File: config.mk
export PLATFORM = sky130hd
export DESIGN_NAME = pmc_top
export DESIGN_NICKNAME = d
export VERILOG_FILES = /design/src/pkg/pmc_pkg.sv /design/src/logic/pmc_strobe_pin.sv /design/src/logic/pmc_top.sv
export SDC_FILE = /design/constraint.sdc
export NUM_CORES = 1
export LEC_CHECK = 0
export BUFFER_PORTS_ARGS = -buffer_cell sky130_fd_sc_hd__buf_2
export CORE_ASPECT_RATIO = 0.8
export CORE_MARGIN = 3
export CORE_UTILIZATION = 41
export DETAILED_ROUTE_END_ITERATION = 6
export PLACE_DENSITY_LB_ADDON = 0.25
export SYNTH_ARGS = -nofsm -noshare
export SYNTH_HDL_FRONTEND = slang
export SYNTH_SLANG_ARGS = --single-unit
File: constraint.sdc
create_clock -name pclk -period 1.6 [get_ports pclk]
set_input_delay 0.16 -clock pclk [delete_from_list [all_inputs] [get_ports pclk]]
set_output_delay 0.16 -clock pclk [all_outputs]
set_load 0.01 [all_outputs]
File: src/pkg/pmc_pkg.sv
package pmc_pkg;

    // apb byte offsets
    localparam logic [11:0] PORT_CONTROL_OFF = 12'h000;
    localparam logic [11:0] PAD_CONFIG_OFF = 12'h004;
    localparam logic [11:0] PORT_STATUS_OFF = 12'h008;

    // port_control field positions
    localparam int PORT_ENABLE_BIT = 15;
    localparam int STOP_IN_IDLE_BIT = 13;
    localparam int ADDR_MUX_SEL_HI_BIT = 12;
    localparam int ADDR_MUX_SEL_LO_BIT = 11;
    localparam int BYTE_ENABLE_PORT_EN_BIT = 10;
    localparam int WRITE_STROBE_PORT_EN_BIT = 9;
    localparam int READ_STROBE_PORT_EN_BIT = 8;
    localparam int CS_FUNCTION_HI_BIT = 7;
    localparam int CS_FUNCTION_LO_BIT = 6;
    localparam int ADDR_LATCH_POLARITY_BIT = 5;
    localparam int CS1_POLARITY_BIT = 3;
    localparam int BYTE_ENABLE_POLARITY_BIT = 2;
    localparam int WRITE_STROBE_POLARITY_BIT = 1;
    localparam int READ_STROBE_POLARITY_BIT = 0;

    // pad_config field positions
    localparam int CLOCK_SECONDS_OUT_SEL_BIT = 1;
    localparam int PORT_INPUT_BUFFER_SEL_BIT = 0;

    // port_status field positions
    localparam int STATUS_ACTIVE_BIT = 0;
    localparam int STATUS_IDLE_BIT = 1;
    localparam int STATUS_HALTED_BIT = 2;

    localparam logic [15:0] PORT_CONTROL_RST = 16'h0000;
    localparam logic [15:0] PAD_CONFIG_RST = 16'h0000;
    // bits 14 and 4 do not exist
    localparam logic [15:0] PORT_CONTROL_WMASK = 16'hbfef;
    localparam logic [15:0] PAD_CONFIG_WMASK = 16'h0003;

    typedef enum logic [1:0] {
        PMC_MUX_SEPARATE = 2'b00,
        PMC_MUX_LOW8 = 2'b01,
        PMC_MUX_FULL = 2'b10,
        PMC_MUX_RSVD = 2'b11
    } pmc_mux_e;

    typedef enum logic [1:0] {
        PMC_PH_IDLE = 2'b00,
        PMC_PH_ADDR_LO = 2'b01,
        PMC_PH_ADDR_HI = 2'b10,
        PMC_PH_DATA = 2'b11
    } pmc_phase_e;

    // strobe pin indices
    localparam int STB_WR = 0;
    localparam int STB_RD = 1;
    localparam int STB_BE = 2;
    localparam int STB_CS1 = 3;
    localparam int STB_ALL = 4;
    localparam int STB_ALH = 5;
    localparam int NUM_STB = 6;

endpackage

File: src/logic/pmc_strobe_pin.sv
`timescale 1ns/1ps
module pmc_strobe_pin (
    input wire logic pclk,
    input wire logic presetn,
    input wire logic active,
    input wire logic conn_en,
    input wire logic assert_req,
    input wire logic pol,
    input wire logic as_addr,
    input wire logic addr_bit,
    output logic pin_out,
    output logic pin_oe
);

    function automatic logic level_of(input logic on, input logic p);
        return on ? p : ~p;
    endfunction

    // an address line ignores polarity; a halted port parks strobes at the idle level and address lines at 0
    always_ff @(posedge pclk or negedge presetn) begin
        if (!presetn) begin
            pin_out <= 1'b0;
        end else if (as_addr) begin
            pin_out <= active & addr_bit;
        end else begin
            pin_out <= level_of(active & assert_req, pol); // see R8 see R9
        end
    end

    // released pin returns to general i/o
    always_ff @(posedge pclk or negedge presetn) begin
        if (!presetn) begin
            pin_oe <= 1'b0;
        end else begin
            pin_oe <= active & conn_en; // see R1 see R4 see R5
        end
    end

endmodule

File: src/logic/pmc_top.sv
// Notes on behaviour
// with port_enable clear the port is off and makes no external bus access.
// with stop_in_idle set the port halts while the device sits in idle mode.
// the mux field picks full multiplexing, low byte multiplexed with upper bits apart, or separate address pins.
// byte_enable_port_en connects the byte enable pin when 1 and releases it when 0.
// write_strobe_port_en connects the write strobe pin when set and releases it when clear.
// read_strobe_port_en connects the read strobe pin when set and releases it when clear.
// cs function 10 makes chip select 1 a chip select, 0x an address bit, and 11 is reserved.
// addr_latch_polarity makes the latch strobes active high when 1 and active low when 0.
// cs1_polarity makes chip select 1 active high when 1 and active low when 0.
// latch and chip select polarity do nothing while those pins carry address lines.
// bits 14 and 4 of port_control read zero and ignore writes.
// byte enable, write and read strobe each have a polarity bit of the same kind.
//
// Chosen here: the placing of the registers and the APB slave port.
`timescale 1ns/1ps
module pmc_top (
    input wire logic pclk,
    input wire logic presetn,
    input wire logic psel,
    input wire logic penable,
    input wire logic pwrite,
    input wire logic [11:0] paddr,
    input wire logic [31:0] pwdata,
    input wire logic [3:0] pstrb,
    output logic [31:0] prdata,
    output logic pready,
    output logic pslverr,
    input wire logic cpu_idle,
    input wire logic [1:0] eng_phase,
    input wire logic [15:0] eng_addr,
    input wire logic [7:0] eng_wdata,
    input wire logic eng_rd,
    input wire logic eng_wr,
    input wire logic eng_be,
    input wire logic eng_cs1,
    output logic port_active,
    output logic [7:0] eng_rdata,
    output logic eng_rdata_valid,
    input wire logic [7:0] port_data_pins_in,
    output logic [7:0] port_data_pins_out,
    output logic port_data_pins_oe,
    output logic [13:2] addr_pins_out,
    output logic addr_pins_oe,
    output logic write_strobe_pin,
    output logic write_strobe_pin_oe,
    output logic read_strobe_pin,
    output logic read_strobe_pin_oe,
    output logic byte_enable_pin,
    output logic byte_enable_pin_oe,
    output logic chip_select1_pin,
    output logic chip_select1_pin_oe,
    output logic addr_latch_low_pin,
    output logic addr_latch_low_pin_oe,
    output logic addr_latch_high_pin,
    output logic addr_latch_high_pin_oe,
    output logic clock_seconds_out_sel,
    output logic port_input_buffer_sel
);

    logic [15:0] port_control_reg;
    logic [15:0] pad_config_reg;
    logic setup_cycle;
    logic access_done;
    logic sel_ctrl;
    logic sel_pad;
    logic sel_stat;
    logic mapped;
    logic run;
    logic halted;
    pmc_pkg::pmc_mux_e mux_mode;
    pmc_pkg::pmc_phase_e phase;
    logic [1:0] cs_func;
    logic [pmc_pkg::NUM_STB-1:0] stb_req;
    logic [pmc_pkg::NUM_STB-1:0] stb_conn;
    logic [pmc_pkg::NUM_STB-1:0] stb_pol;
    logic [pmc_pkg::NUM_STB-1:0] stb_as_addr;
    logic [pmc_pkg::NUM_STB-1:0] stb_addr_bit;
    logic [pmc_pkg::NUM_STB-1:0] stb_out;
    logic [pmc_pkg::NUM_STB-1:0] stb_oe;
    logic [7:0] data_next;
    logic data_oe_next;
    logic [13:2] addr_next;

    // reserved mux code behaves as full multiplexing
    function automatic pmc_pkg::pmc_mux_e mux_of(input logic [15:0] ctrl);
        logic [1:0] code;
        code = ctrl[pmc_pkg::ADDR_MUX_SEL_HI_BIT:pmc_pkg::ADDR_MUX_SEL_LO_BIT];
        return (code == pmc_pkg::PMC_MUX_RSVD) ? pmc_pkg::PMC_MUX_FULL : pmc_pkg::pmc_mux_e'(code);
    endfunction

    function automatic logic [15:0] merge16(input logic [15:0] old, input logic [31:0] d, input logic [3:0] be,
                                            input logic [15:0] mask);
        logic [15:0] m;
        m = {{8{be[1]}}, {8{be[0]}}} & mask;
        return (old & ~m) | (d[15:0] & m);
    endfunction

    // apb decode
    assign setup_cycle = psel & ~penable;
    assign access_done = psel & penable & pready;
    assign sel_ctrl = (paddr == pmc_pkg::PORT_CONTROL_OFF);
    assign sel_pad = (paddr == pmc_pkg::PAD_CONFIG_OFF);
    assign sel_stat = (paddr == pmc_pkg::PORT_STATUS_OFF);
    assign mapped = sel_ctrl | sel_pad | sel_stat;

    // no wait state: ready rises in the first access cycle
    always_ff @(posedge pclk or negedge presetn) begin
        if (!presetn) begin
            pready <= 1'b0;
        end else begin
            pready <= setup_cycle;
        end
    end

    always_ff @(posedge pclk or negedge presetn) begin
        if (!presetn) begin
            pslverr <= 1'b0;
        end else begin
            pslverr <= setup_cycle & ~mapped;
        end
    end

    always_ff @(posedge pclk or negedge presetn) begin
        if (!presetn) begin
            prdata <= 32'h0000_0000;
        end else if (setup_cycle & ~pwrite) begin
            unique case (1'b1)
                sel_ctrl: prdata <= {16'h0000, port_control_reg};
                sel_pad: prdata <= {16'h0000, pad_config_reg};
                sel_stat: prdata <= {29'h0, halted, cpu_idle, run};
                default: prdata <= 32'h0000_0000;
            endcase
        end
    end

    // write lands at the completing edge only
    always_ff @(posedge pclk or negedge presetn) begin
        if (!presetn) begin
            port_control_reg <= pmc_pkg::PORT_CONTROL_RST;
        end else if (access_done & pwrite & sel_ctrl) begin
            port_control_reg <= merge16(port_control_reg, pwdata, pstrb, pmc_pkg::PORT_CONTROL_WMASK);
        end
    end

    always_ff @(posedge pclk or negedge presetn) begin
        if (!presetn) begin
            pad_config_reg <= pmc_pkg::PAD_CONFIG_RST;
        end else if (access_done & pwrite & sel_pad) begin
            pad_config_reg <= merge16(pad_config_reg, pwdata, pstrb, pmc_pkg::PAD_CONFIG_WMASK);
        end
    end

    always_ff @(posedge pclk or negedge presetn) begin
        if (!presetn) begin
            clock_seconds_out_sel <= 1'b0;
            port_input_buffer_sel <= 1'b0;
        end else begin
            clock_seconds_out_sel <= pad_config_reg[pmc_pkg::CLOCK_SECONDS_OUT_SEL_BIT];
            port_input_buffer_sel <= pad_config_reg[pmc_pkg::PORT_INPUT_BUFFER_SEL_BIT];
        end
    end

    // port run state
    assign halted = port_control_reg[pmc_pkg::STOP_IN_IDLE_BIT] & cpu_idle;
    assign run = port_control_reg[pmc_pkg::PORT_ENABLE_BIT] & ~halted;

    always_ff @(posedge pclk or negedge presetn) begin
        if (!presetn) begin
            port_active <= 1'b0;
        end else begin
            port_active <= run;
        end
    end

    assign mux_mode = mux_of(port_control_reg);
    assign phase = pmc_pkg::pmc_phase_e'(eng_phase);
    assign cs_func = port_control_reg[pmc_pkg::CS_FUNCTION_HI_BIT:pmc_pkg::CS_FUNCTION_LO_BIT];

    // data and address pin steering
    always_comb begin
        data_next = 8'h00;
        data_oe_next = 1'b0;
        addr_next = 12'h000;
        unique case (mux_mode)
            pmc_pkg::PMC_MUX_SEPARATE: begin
                addr_next = eng_addr[13:2];
            end
            pmc_pkg::PMC_MUX_LOW8: begin
                addr_next = {eng_addr[13:11], eng_addr[10:8], 6'h00};
                if (phase == pmc_pkg::PMC_PH_ADDR_LO) begin
                    data_next = eng_addr[7:0];
                    data_oe_next = 1'b1;
                end
            end
            default: begin
                if (phase == pmc_pkg::PMC_PH_ADDR_LO) begin
                    data_next = eng_addr[7:0];
                    data_oe_next = 1'b1;
                end else if (phase == pmc_pkg::PMC_PH_ADDR_HI) begin
                    data_next = eng_addr[15:8];
                    data_oe_next = 1'b1;
                end
            end
        endcase
        if (phase == pmc_pkg::PMC_PH_DATA && eng_wr) begin
            data_next = eng_wdata;
            data_oe_next = 1'b1;
        end
    end

    // disabled port floats its bus
    always_ff @(posedge pclk or negedge presetn) begin
        if (!presetn) begin
            port_data_pins_out <= 8'h00;
            port_data_pins_oe <= 1'b0;
        end else begin
            port_data_pins_out <= run ? data_next : 8'h00;
            port_data_pins_oe <= run & data_oe_next;
        end
    end

    always_ff @(posedge pclk or negedge presetn) begin
        if (!presetn) begin
            addr_pins_out <= 12'h000;
            addr_pins_oe <= 1'b0;
        end else begin
            addr_pins_out <= run ? addr_next : 12'h000;
            addr_pins_oe <= run & (mux_mode != pmc_pkg::PMC_MUX_FULL); // see R1
        end
    end

    // read data is sampled while the read strobe phase is on
    always_ff @(posedge pclk or negedge presetn) begin
        if (!presetn) begin
            eng_rdata <= 8'h00;
            eng_rdata_valid <= 1'b0;
        end else begin
            eng_rdata_valid <= run & eng_rd & (phase == pmc_pkg::PMC_PH_DATA);
            if (run & eng_rd & (phase == pmc_pkg::PMC_PH_DATA)) begin
                eng_rdata <= port_data_pins_in;
            end
        end
    end

    // strobe pin setup
    always_comb begin
        stb_req = '0;
        stb_conn = '0;
        stb_pol = '0;
        stb_as_addr = '0;
        stb_addr_bit = '0;
        stb_req[pmc_pkg::STB_WR] = eng_wr & (phase == pmc_pkg::PMC_PH_DATA);
        stb_conn[pmc_pkg::STB_WR] = port_control_reg[pmc_pkg::WRITE_STROBE_PORT_EN_BIT];
        stb_pol[pmc_pkg::STB_WR] = port_control_reg[pmc_pkg::WRITE_STROBE_POLARITY_BIT];
        stb_req[pmc_pkg::STB_RD] = eng_rd & (phase == pmc_pkg::PMC_PH_DATA);
        stb_conn[pmc_pkg::STB_RD] = port_control_reg[pmc_pkg::READ_STROBE_PORT_EN_BIT];
        stb_pol[pmc_pkg::STB_RD] = port_control_reg[pmc_pkg::READ_STROBE_POLARITY_BIT];
        stb_req[pmc_pkg::STB_BE] = eng_be & (phase == pmc_pkg::PMC_PH_DATA);
        stb_conn[pmc_pkg::STB_BE] = port_control_reg[pmc_pkg::BYTE_ENABLE_PORT_EN_BIT];
        stb_pol[pmc_pkg::STB_BE] = port_control_reg[pmc_pkg::BYTE_ENABLE_POLARITY_BIT];
        // reserved chip select code leaves the pin released
        stb_req[pmc_pkg::STB_CS1] = eng_cs1 & (phase != pmc_pkg::PMC_PH_IDLE);
        stb_conn[pmc_pkg::STB_CS1] = (cs_func != 2'b11);
        stb_pol[pmc_pkg::STB_CS1] = port_control_reg[pmc_pkg::CS1_POLARITY_BIT];
        stb_as_addr[pmc_pkg::STB_CS1] = ~cs_func[1];
        stb_addr_bit[pmc_pkg::STB_CS1] = eng_addr[14];
        // latch pins double as address bits 0 and 1 when not latching
        stb_req[pmc_pkg::STB_ALL] = (phase == pmc_pkg::PMC_PH_ADDR_LO);
        stb_conn[pmc_pkg::STB_ALL] = 1'b1;
        stb_pol[pmc_pkg::STB_ALL] = port_control_reg[pmc_pkg::ADDR_LATCH_POLARITY_BIT];
        stb_as_addr[pmc_pkg::STB_ALL] = (mux_mode == pmc_pkg::PMC_MUX_SEPARATE);
        stb_addr_bit[pmc_pkg::STB_ALL] = eng_addr[0];
        stb_req[pmc_pkg::STB_ALH] = (phase == pmc_pkg::PMC_PH_ADDR_HI);
        stb_conn[pmc_pkg::STB_ALH] = 1'b1;
        stb_pol[pmc_pkg::STB_ALH] = port_control_reg[pmc_pkg::ADDR_LATCH_POLARITY_BIT];
        stb_as_addr[pmc_pkg::STB_ALH] = (mux_mode != pmc_pkg::PMC_MUX_FULL);
        stb_addr_bit[pmc_pkg::STB_ALH] = eng_addr[1];
    end

    genvar gi;
    generate
        for (gi = 0; gi < pmc_pkg::NUM_STB; gi++) begin : g_stb
            pmc_strobe_pin u_pin (
                .pclk(pclk),
                .presetn(presetn),
                .active(run),
                .conn_en(stb_conn[gi]),
                .assert_req(stb_req[gi]),
                .pol(stb_pol[gi]),
                .as_addr(stb_as_addr[gi]),
                .addr_bit(stb_addr_bit[gi]),
                .pin_out(stb_out[gi]),
                .pin_oe(stb_oe[gi])
            );
        end
    endgenerate

    assign write_strobe_pin = stb_out[pmc_pkg::STB_WR];
    assign write_strobe_pin_oe = stb_oe[pmc_pkg::STB_WR];
    assign read_strobe_pin = stb_out[pmc_pkg::STB_RD];
    assign read_strobe_pin_oe = stb_oe[pmc_pkg::STB_RD];
    assign byte_enable_pin = stb_out[pmc_pkg::STB_BE];
    assign byte_enable_pin_oe = stb_oe[pmc_pkg::STB_BE];
    assign chip_select1_pin = stb_out[pmc_pkg::STB_CS1];
    assign chip_select1_pin_oe = stb_oe[pmc_pkg::STB_CS1];
    assign addr_latch_low_pin = stb_out[pmc_pkg::STB_ALL];
    assign addr_latch_low_pin_oe = stb_oe[pmc_pkg::STB_ALL];
    assign addr_latch_high_pin = stb_out[pmc_pkg::STB_ALH];
    assign addr_latch_high_pin_oe = stb_oe[pmc_pkg::STB_ALH];

endmodule

==> results of run 1 <==
-- critical path: stages (launching register included) --
cell and delay (ns):
dfrtp_1 0.37, and4_1 0.22, nand2_1 0.12, nor4_2 0.19, buf_4 0.17, mux2_2 0.32
-- cell type report --
class / count / area, sq um
clock buffers: 9 / 124
clock inverters: 7 / 80.1
fillers: 696 / 3230
inverters: 5 / 18.8
multi-input cells: 178 / 1230
flip-flops and latches: 76 / 1900
well taps: 105 / 131
repair buffers: 153 / 852
-- logic make-up (layout without fill, tap and decap cells) --
group	Yosys count	count (layout)
compound gates	57	57
flops	76	76
mux	28	28
simple gates	66	66
xor+xnor	5	5
fa+ha+maj	4	4
other cells	1	18
buf+inv	38	174
-- per-layer routing --
metal	vias up	routed length (microns)
met4	0	202
met2	106	3780
met1	1226	3620
li1	1228	-
met5	-	0
met3	16	561
-- report_power, final --
part	switching [uW]	internal [uW]	total, uW	leakage, uW
Sequential	1.24	1920	1920	0.00104
Combinational	146	98.7	245	0.00121
Clock	777	746	1520	0.000103
Total	925	2770	3690	0.00236
-- per-stage QoR --
| stage | setup WS (ns) | setup TNS, ns | total power, uW |
|---|---|---|---|
| global route | 0.0118 | 0 | 3850 |
| detailed placement | -0.156 | -1.68 | 2200 |
| CTS | 0.0203 | 0 | 3730 |
| global placement | -0.145 | -0.974 | 2200 |
| floorplan | 0.0300 | 0 | 2070 |
| finish | 0.0980 | 0 | 3690 |
-- cells in the final DEF, fill, tap and decap left out, types with 3 or more instances in the layout --
master,Yosys,routed
a21oi_1,12,12
xnor2_1,3,3
inv_6,0,3
buf_4,20,16
o21ai_0,18,18
buf_2,1,132
nand2_1,27,27
inv_1,4,4
clkbuf_8,0,9
and3_1,6,6
nor2_1,6,6
a22oi_1,8,8
ha_1,4,4
nor4_2,2,4
mux2_2,24,24
a22o_1,12,12
conb_1,1,18
mux2i_1,4,4
dfrtp_1,76,76
a31oi_1,3,3
nor2b_1,4,4
and2_1,10,10
-- timing repair --
action	in CTS	in global routing
gates resized for setup	0	4
hold buffers	2	0
hold endpoints to repair	29	0
setup endpoints to repair	0	20
-- final timing paths --
kind,startpoint,endpoint,cells after the start
hold / removal,eng_addr[11],addr_pins_out[11],2
min in group asynchronous,presetn,asynchronous set/reset pin,2
hold reg to reg,register,port_input_buffer_sel,0
setup / recovery,pready,register,5
max in group asynchronous,presetn,g_stb[1].u_pin.pin_out,3
setup reg to reg,pready,register,5
==> impl_metrics.toml, run 1 <==
[cells_and_area]
drive_above_1_share = 0.467
n_antenna_cell = 0
synthToLayoutAreaGrowth_pct = 32.6
fin_cells = 533
stdcell_area_sq_mm = 0.00434
nets = 519
final_util = 0.573

[route]
drc = 0
num_vias = 2576
viasPerCell = 4.83
first_pass_iters = 4
wire_per_inst_microns = 15.3
drt-total-wl_mm = 8.16
drt_iter0_markers = 86
drtAntennaViolNets = 0

[yosys]
ys_types = 35
synth-simple-area-share = 0.115
ys_seq_area_frac = 0.581
synth_top_area_cell = "dfrtp_1"
yosys.area_share.xor_xnor = 0.0134
yosys.cell_count.top_type = "dfrtp_1"
syn-mean-instance-area_sq_um = 11.9
yosysTopAreaCellShare = 0.581
synthArstFlopShare = 1.00
netlist_instances = 275
yosysWarnings = 0
synth_area_leaders = "dfrtp_1 (58%), mux2_2 (8.3%), buf_4 (4.6%)"
synth_top_family_by_area = "simple AND/OR/NAND/NOR gates"
synth_compound_area_frac = 0.112
ys_seq_elements = 76
syn_area_sq_mm = 0.00327
synth_commonest_cells = "dfrtp_1 (76), nand2_1 (27), mux2_2 (24)"
post_synth_mux_area_share = 0.0948
synth-adder-area-share = 0.0153
synth-edff-count = 0
synth_ff_type = "dfrtp_1"

[floorplan]
dieArea_sq_mm = 0.00910
ioPinCount = 172
die_width_microns = 106
die_h_microns = 85.9
num_rows = 28
coreArea_sq_mm = 0.00757
initial_utilization = 0.433

[critical_path]
cp_max_fo = 2
r2r_slack_ns = 0.1
worstSetupStartpointType = "register"
worst_ep_required_time_ns = 1.84
critical_path_class = "reg2reg"
cp-end-kind = "register"
cp.arrival_ns = 1.74

[power_and_ir_drop]
ir_worst_vdd_mv = 0.517
static-leakage-power_uw = 0.00236
power_density_mw_per_mm2 = 850

[min_path]
hold_class = "in2reg"

[sta]
hold_viol = 0
holdWs_ns = 0.0342
timing.final.crit_share = 0.939
fin_skew_ns = 0.0110
fmax_mhz = 666
finalCriticalPeriod_ns = 1.50
setup_violations = 0
slew_violations = 0
rsz0062_at_grt = "no"

[grt]
top_usage_layer = "met2"
grt_use_met1 = 0.251
use_met3 = 0.0474
antenna_found_initial = 0
grt_max_degree = 33
grt_pass1_wl_mm = 12.9
grt-ovfl-total = 0
grt_use_total = 0.183
met2_usage = 0.278
grt_pass1_vias = 2518

[placed_design]
dp_hpwl_mm = 6.20
port-buffer-count = 133
placed_cell_area_sq_mm = 0.00410
gp_congestion = 0.841
dp.cells = 515

[clock_network]
insertion_delay_ns = 0.35
cts_root_buf = "clkbuf_8"
clock_path_buffers = 2
cts.sinks = 76
clk_pin_slew_ns = 0.09
cts_setup_buffers = 0
cts_buffers = 9
tritoncts = "built"
htreeDepth = 3

[run_status]
status = "finished, final reports clean"

[run]
drv_cap = 0
(Power assumes the default switching activity.)
==> run 2: changes to the inputs <==
--- a/config.mk
+++ b/config.mk
@@ -8,9 +8,11 @@
 export BUFFER_PORTS_ARGS = -buffer_cell sky130_fd_sc_hd__buf_2
 export CORE_ASPECT_RATIO = 0.8
 export CORE_MARGIN = 3
-export CORE_UTILIZATION = 41
+export CORE_UTILIZATION = 42
+export CTS_BUF_LIST = sky130_fd_sc_hd__clkbuf_4 sky130_fd_sc_hd__clkbuf_8 sky130_fd_sc_hd__clkbuf_16
 export DETAILED_ROUTE_END_ITERATION = 6
 export PLACE_DENSITY_LB_ADDON = 0.25
 export SYNTH_ARGS = -nofsm -noshare
 export SYNTH_HDL_FRONTEND = slang
+export SYNTH_HIERARCHICAL = 1
 export SYNTH_SLANG_ARGS = --single-unit
==> impl_metrics.toml, run 2 <==
[yosys]
synth_commonest_cells = "dfrtp_1 (78), nand2_1 (37), mux2_2 (23)"
syn_area_sq_mm = 0.00349
syn-mean-instance-area_sq_um = 11.5
yosys.cell_count.top_type = "dfrtp_1"
synth_ff_type = "dfrtp_1"
synth_top_area_cell = "dfrtp_1"
ys_seq_area_frac = 0.559
synth_area_leaders = "dfrtp_1 (56%), mux2_2 (7.4%), nand2_1 (4.0%)"
synth-edff-count = 0
ys_seq_elements = 78
ys_types = 35
yosysTopAreaCellShare = 0.559
yosysWarnings = 6
synthArstFlopShare = 1.00
netlist_instances = 304

[sta]
finalCriticalPeriod_ns = 1.49
fmax_mhz = 673
rsz0062_at_grt = "no"
hold_viol = 0
setup_slack_ns = 0.115
fin_tns_setup_ns = 0
slew_violations = 0
fin_skew_ns = 0.00602
setup_violations = 0
timing.final.crit_share = 0.928

[critical_path]
critPathSlowestCell = "mux2_2"
cp_max_fo = 7
r2r_slack_ns = 0.11
critical_path_class = "reg2reg"
cp-end-kind = "register"
cp_slowest_stage_delay_ns = 0.38
worstPathCellList = "and4_1, nand2_1, nor2_4, mux2_2"
worst_ep_required_time_ns = 1.82
worstSetupStartpointType = "register"
crit_buf_inv = 0
cp.arrival_ns = 1.70
critical_path.top_delay_family = "simple AND/OR/NAND/NOR gates"

[cells_and_area]
final_cell_mix = "buf_2 (132), dfrtp_1 (78), nand2_1 (37)"
n_antenna_cell = 0
synthToLayoutAreaGrowth_pct = 33.3
final_common_cell = "buf_2"
nets = 565
drive_above_1_share = 0.429

[route]
drc = 0
num_vias = 2797
drt-total-wl_mm = 8.45
drt_iter0_markers = 142
wire_per_inst_microns = 14.5
drtAntennaViolNets = 0
first_pass_iters = 4
viasPerCell = 4.81

[clock_network]
cts_resized = 0
insertion_delay_ns = 0.33
htreeDepth = 3
tritoncts = "built"
clock_path_buffers = 2
cts_root_buf = "clkbuf_8"
clk_pin_slew_ns = 0.08
cts.sinks = 78
cts_buffers = 9

[power_and_ir_drop]
static-leakage-power_uw = 0.00256
power_uw = 3970
ir_worst_vdd_mv = 0.370
power_density_mw_per_mm2 = 854

[grt]
met2_usage = 0.280
top_usage_layer = "met2"
grt-ovfl-total = 0
grt_pass1_wl_mm = 13.4
grt_use_met1 = 0.260
grt_pass1_vias = 2730
use_met3 = 0.0339
antenna_found_initial = 0
grt_max_degree = 35
grt_use_total = 0.185

[floorplan]
die_width_microns = 108
initial_utilization = 0.435
die_h_microns = 87.5
ioPinCount = 172
coreArea_sq_mm = 0.00802
dieArea_sq_mm = 0.00945
num_rows = 29

[run]
drv_cap = 0

[placed_design]
port-buffer-count = 133
dp_hpwl_mm = 6.66
place_worst_setup_slack_ns = -0.0620
gp_congestion = 0.806

[min_path]
hold_class = "in2reg"

[run_status]
status = "finished, final reports clean"
-- run 2: area by class of cell --
cell class,count,area [sq um]
Clock buffer,9,124
Clock inverter,6,111
Fill cell,707,3370
Inverter,8,30.0
Multi-Input combinational cell,219,1440
Sequential cell,78,1950
Tap cell,108,135
Timing Repair Buffer,153,858
-- run 2: metal layers --
layer / part of all wire / vias up
li1: - / 1334
met1: 0.45 / 1333
met2: 0.45 / 113
met3: 0.074 / 17
met5: 0 / -
met4: 0.026 / 0
-- run 2: logic make-up after synthesis --
kind of cell / count (synthesis) / share of synthesized area
adders and majority gates: 4 / 0.0143
other: 2 / 0.00215
buffers and inverters: 37 / 0.0599
muxes: 27 / 0.0861
AOI/OAI and AO/OA: 43 / 0.0882
and+or+nand+nor: 113 / 0.190
DFF: 78 / 0.559
-- run 2: path summary, 6_finish.rpt --
| kind | start | to | cells after the start |
|---|---|---|---|
| setup / recovery | pready | register | 4 |
| hold / removal | pwdata[13] | register | 2 |
| setup reg to reg | pready | register | 4 |
| hold reg to reg | register | clock_seconds_out_sel | 0 |
| max in group asynchronous | presetn | prdata[0] | 3 |
| min in group asynchronous | presetn | g_stb[4].u_pin/pin_oe | 2 |
-- run 2: repair_timing --
item / in CTS / in global routing
endpoints found under the hold margin: 24 / 0
endpoints found under the setup margin: 0 / 7
hold buffers: 1 / 0
setup buffers: 0 / 0
-- run 2: worst reg2reg max path, cell delays in order, from the launching register on --
cell and delay [ns]:
dfrtp_1 0.35, and4_1 0.22, nand2_1 0.15, nor2_4 0.27, mux2_2 0.38
-- run 2: power by group --
group,total (uW),leakage (uW),internal [uW],switching [uW]
clock,1710,0.000115,1030,679
sequential,1980,0.00108,1980,2.38
combinational,287,0.00137,118,168
-- run 2: stage by stage --
step	util	hold slack, ns	area, sq um	cells
after floorplan	-	-0.136	3600	334
after global placement	0.550	0.0895	4410	565
after detailed placement	0.550	0.0880	4410	565
after CTS	0.580	0.0214	4650	581
after global routing	0.580	0.0337	4650	581
final	0.580	0.0391	4650	581
==> run 3: changes to the inputs <==
--- a/config.mk
+++ b/config.mk
@@ -8,11 +8,11 @@
 export BUFFER_PORTS_ARGS = -buffer_cell sky130_fd_sc_hd__buf_2
 export CORE_ASPECT_RATIO = 0.8
 export CORE_MARGIN = 3
-export CORE_UTILIZATION = 42
+export CORE_UTILIZATION = 41
 export CTS_BUF_LIST = sky130_fd_sc_hd__clkbuf_4 sky130_fd_sc_hd__clkbuf_8 sky130_fd_sc_hd__clkbuf_16
 export DETAILED_ROUTE_END_ITERATION = 6
 export PLACE_DENSITY_LB_ADDON = 0.25
+export RECOVER_POWER = 50
 export SYNTH_ARGS = -nofsm -noshare
 export SYNTH_HDL_FRONTEND = slang
-export SYNTH_HIERARCHICAL = 1
 export SYNTH_SLANG_ARGS = --single-unit
==> impl_metrics.toml, run 3 (synthesis gave the netlist of run 1 again) <==
[critical_path]
worstSetupStartpointType = "register"
r2r_cells = 5
critical_path_class = "reg2reg"
cp-end-kind = "register"
crit_buf_inv = 1
critPathSlowestCell = "dfrtp_1"
worst_ep_required_time_ns = 1.84
crit_cells = 5
cp.arrival_ns = 1.75
critical_path.top_delay_family = "simple AND/OR/NAND/NOR gates"
cp_slowest_stage_delay_ns = 0.37
cp_max_fo = 2
worstPathCellList = "and4_1, nand2_1, nor4_2, buf_4, mux2_2"

[cells_and_area]
synthToLayoutAreaGrowth_pct = 31.2
nFillCells = 707
final_common_cell = "buf_2"
final_util = 0.567
nets = 519
drive_above_1_share = 0.400
n_antenna_cell = 0
final_cell_mix = "buf_2 (106), dfrtp_1 (76), nand2_1 (27), clkbuf_1 (27), mux2_2 (24)"

[route]
viasPerCell = 4.85
num_vias = 2584
drt-total-wl_mm = 8.20
drt_iter0_markers = 85
drc = 0
drtAntennaViolNets = 0
wire_per_inst_microns = 15.4
first_pass_iters = 4

[run]
drv_cap = 0

[floorplan]
dieArea_sq_mm = 0.00910
die_h_microns = 85.9
die_width_microns = 106
initial_utilization = 0.433
coreArea_sq_mm = 0.00757
num_rows = 28
ioPinCount = 172

[grt]
grt_pass1_vias = 2518
grt_use_met1 = 0.251
met2_usage = 0.278
grt-ovfl-total = 0
grt_max_degree = 33
use_met3 = 0.0474
grt_use_total = 0.183
grt_pass1_wl_mm = 12.9
antenna_found_initial = 0
top_usage_layer = "met2"

[sta]
worst_slew_pin_slew_ns = 0.792
rsz0062_at_grt = "no"
setup_slack_ns = 0.0947
setup_violations = 0
fmax_mhz = 664
relSlewSlack = 0.472
finalCriticalPeriod_ns = 1.51
fin_skew_ns = 0.00990
fin_tns_setup_ns = 0
timing.final.crit_share = 0.941
slew_violations = 0
hold_viol = 0
holdWs_ns = 0.0280

[clock_network]
insertion_delay_ns = 0.35
tritoncts = "built"
htreeDepth = 3
clock_path_buffers = 2
clk_pin_slew_ns = 0.09
cts.sinks = 76
cts_buffers = 9
cts_root_buf = "clkbuf_8"

[run_status]
status = "finished, final reports clean"

[power_and_ir_drop]
power_density_mw_per_mm2 = 860
ir_worst_vdd_mv = 0.517
power_uw = 3690
static-leakage-power_uw = 0.00225

[min_path]
min_path_cells = 2
hold_class = "in2reg"

[placed_design]
place_worst_setup_slack_ns = -0.156
dp_hpwl_mm = 6.20
gp_congestion = 0.841
port-buffer-count = 133
## run 3: cell types whose count changed in the layout (fill, tap and decap cells not counted), moves of 8 or more
cell,change
a22oi_1,+8
conb_1,-14
nand2_1,-10
nor2_1,-10
a21oi_1,+10
and2_1,-11
clkbuf_1,+27
buf_2,-26
a22o_1,+8
## run 3: report_power, final
part	leakage, uW	switching (uW)	internal [uW]
clock	0.000103	783	745
combinational	0.00110	146	96.7
sequential	0.00104	1.23	1920
total	0.00225	930	2760
## run 3: cell type report
type,count,area [sq um],area share
Inverter,5,18.8,0.00437
Tap cell,105,131,0.0306
Timing Repair Buffer,153,811,0.189
Clock inverter,7,80.1,0.0187
Clock buffer,9,124,0.0289
Multi-Input combinational cell,178,1230,0.286
Sequential cell,76,1900,0.443
## run 3: repair_timing
action / in CTS / in global routing
endpoints found under the setup margin: 0 / 20
hold buffers: 2 / 0
buffers inserted: 0 / 0
gates resized for setup: 0 / 4
hold endpoints to repair: 29 / 0
## run 3: per-stage QoR
step | cell area, sq um | cells
after floorplan | 3340 | 292
after global placement | 4100 | 515
after detailed placement | 4100 | 515
after CTS | 4330 | 533
after global routing | 4290 | 533
final | 4290 | 533
## run 3: path summary, 6_finish.rpt
| kind | from | endpoint | slack [ns] |
|---|---|---|---|
| worst max-delay path | pready | register | 0.09 |
| worst min-delay path | eng_addr[13] | addr_pins_out[13] | 0.03 |
| worst max register to register | pready | register | 0.09 |
| worst min register to register | register | port_input_buffer_sel | 0.41 |
| max in group asynchronous | presetn | asynchronous set/reset pin | 0.28 |
| min in group asynchronous | presetn | asynchronous set/reset pin | 0.42 |
## run 3: metal layers
layer / part of all wire / wire length [microns] / up-vias
met3: 0.068 / 557 / 15
met1: 0.44 / 3620 / 1230
met5: 0 / 0 / -
met4: 0.022 / 182 / 0
li1: - / - / 1225
met2: 0.47 / 3840 / 114
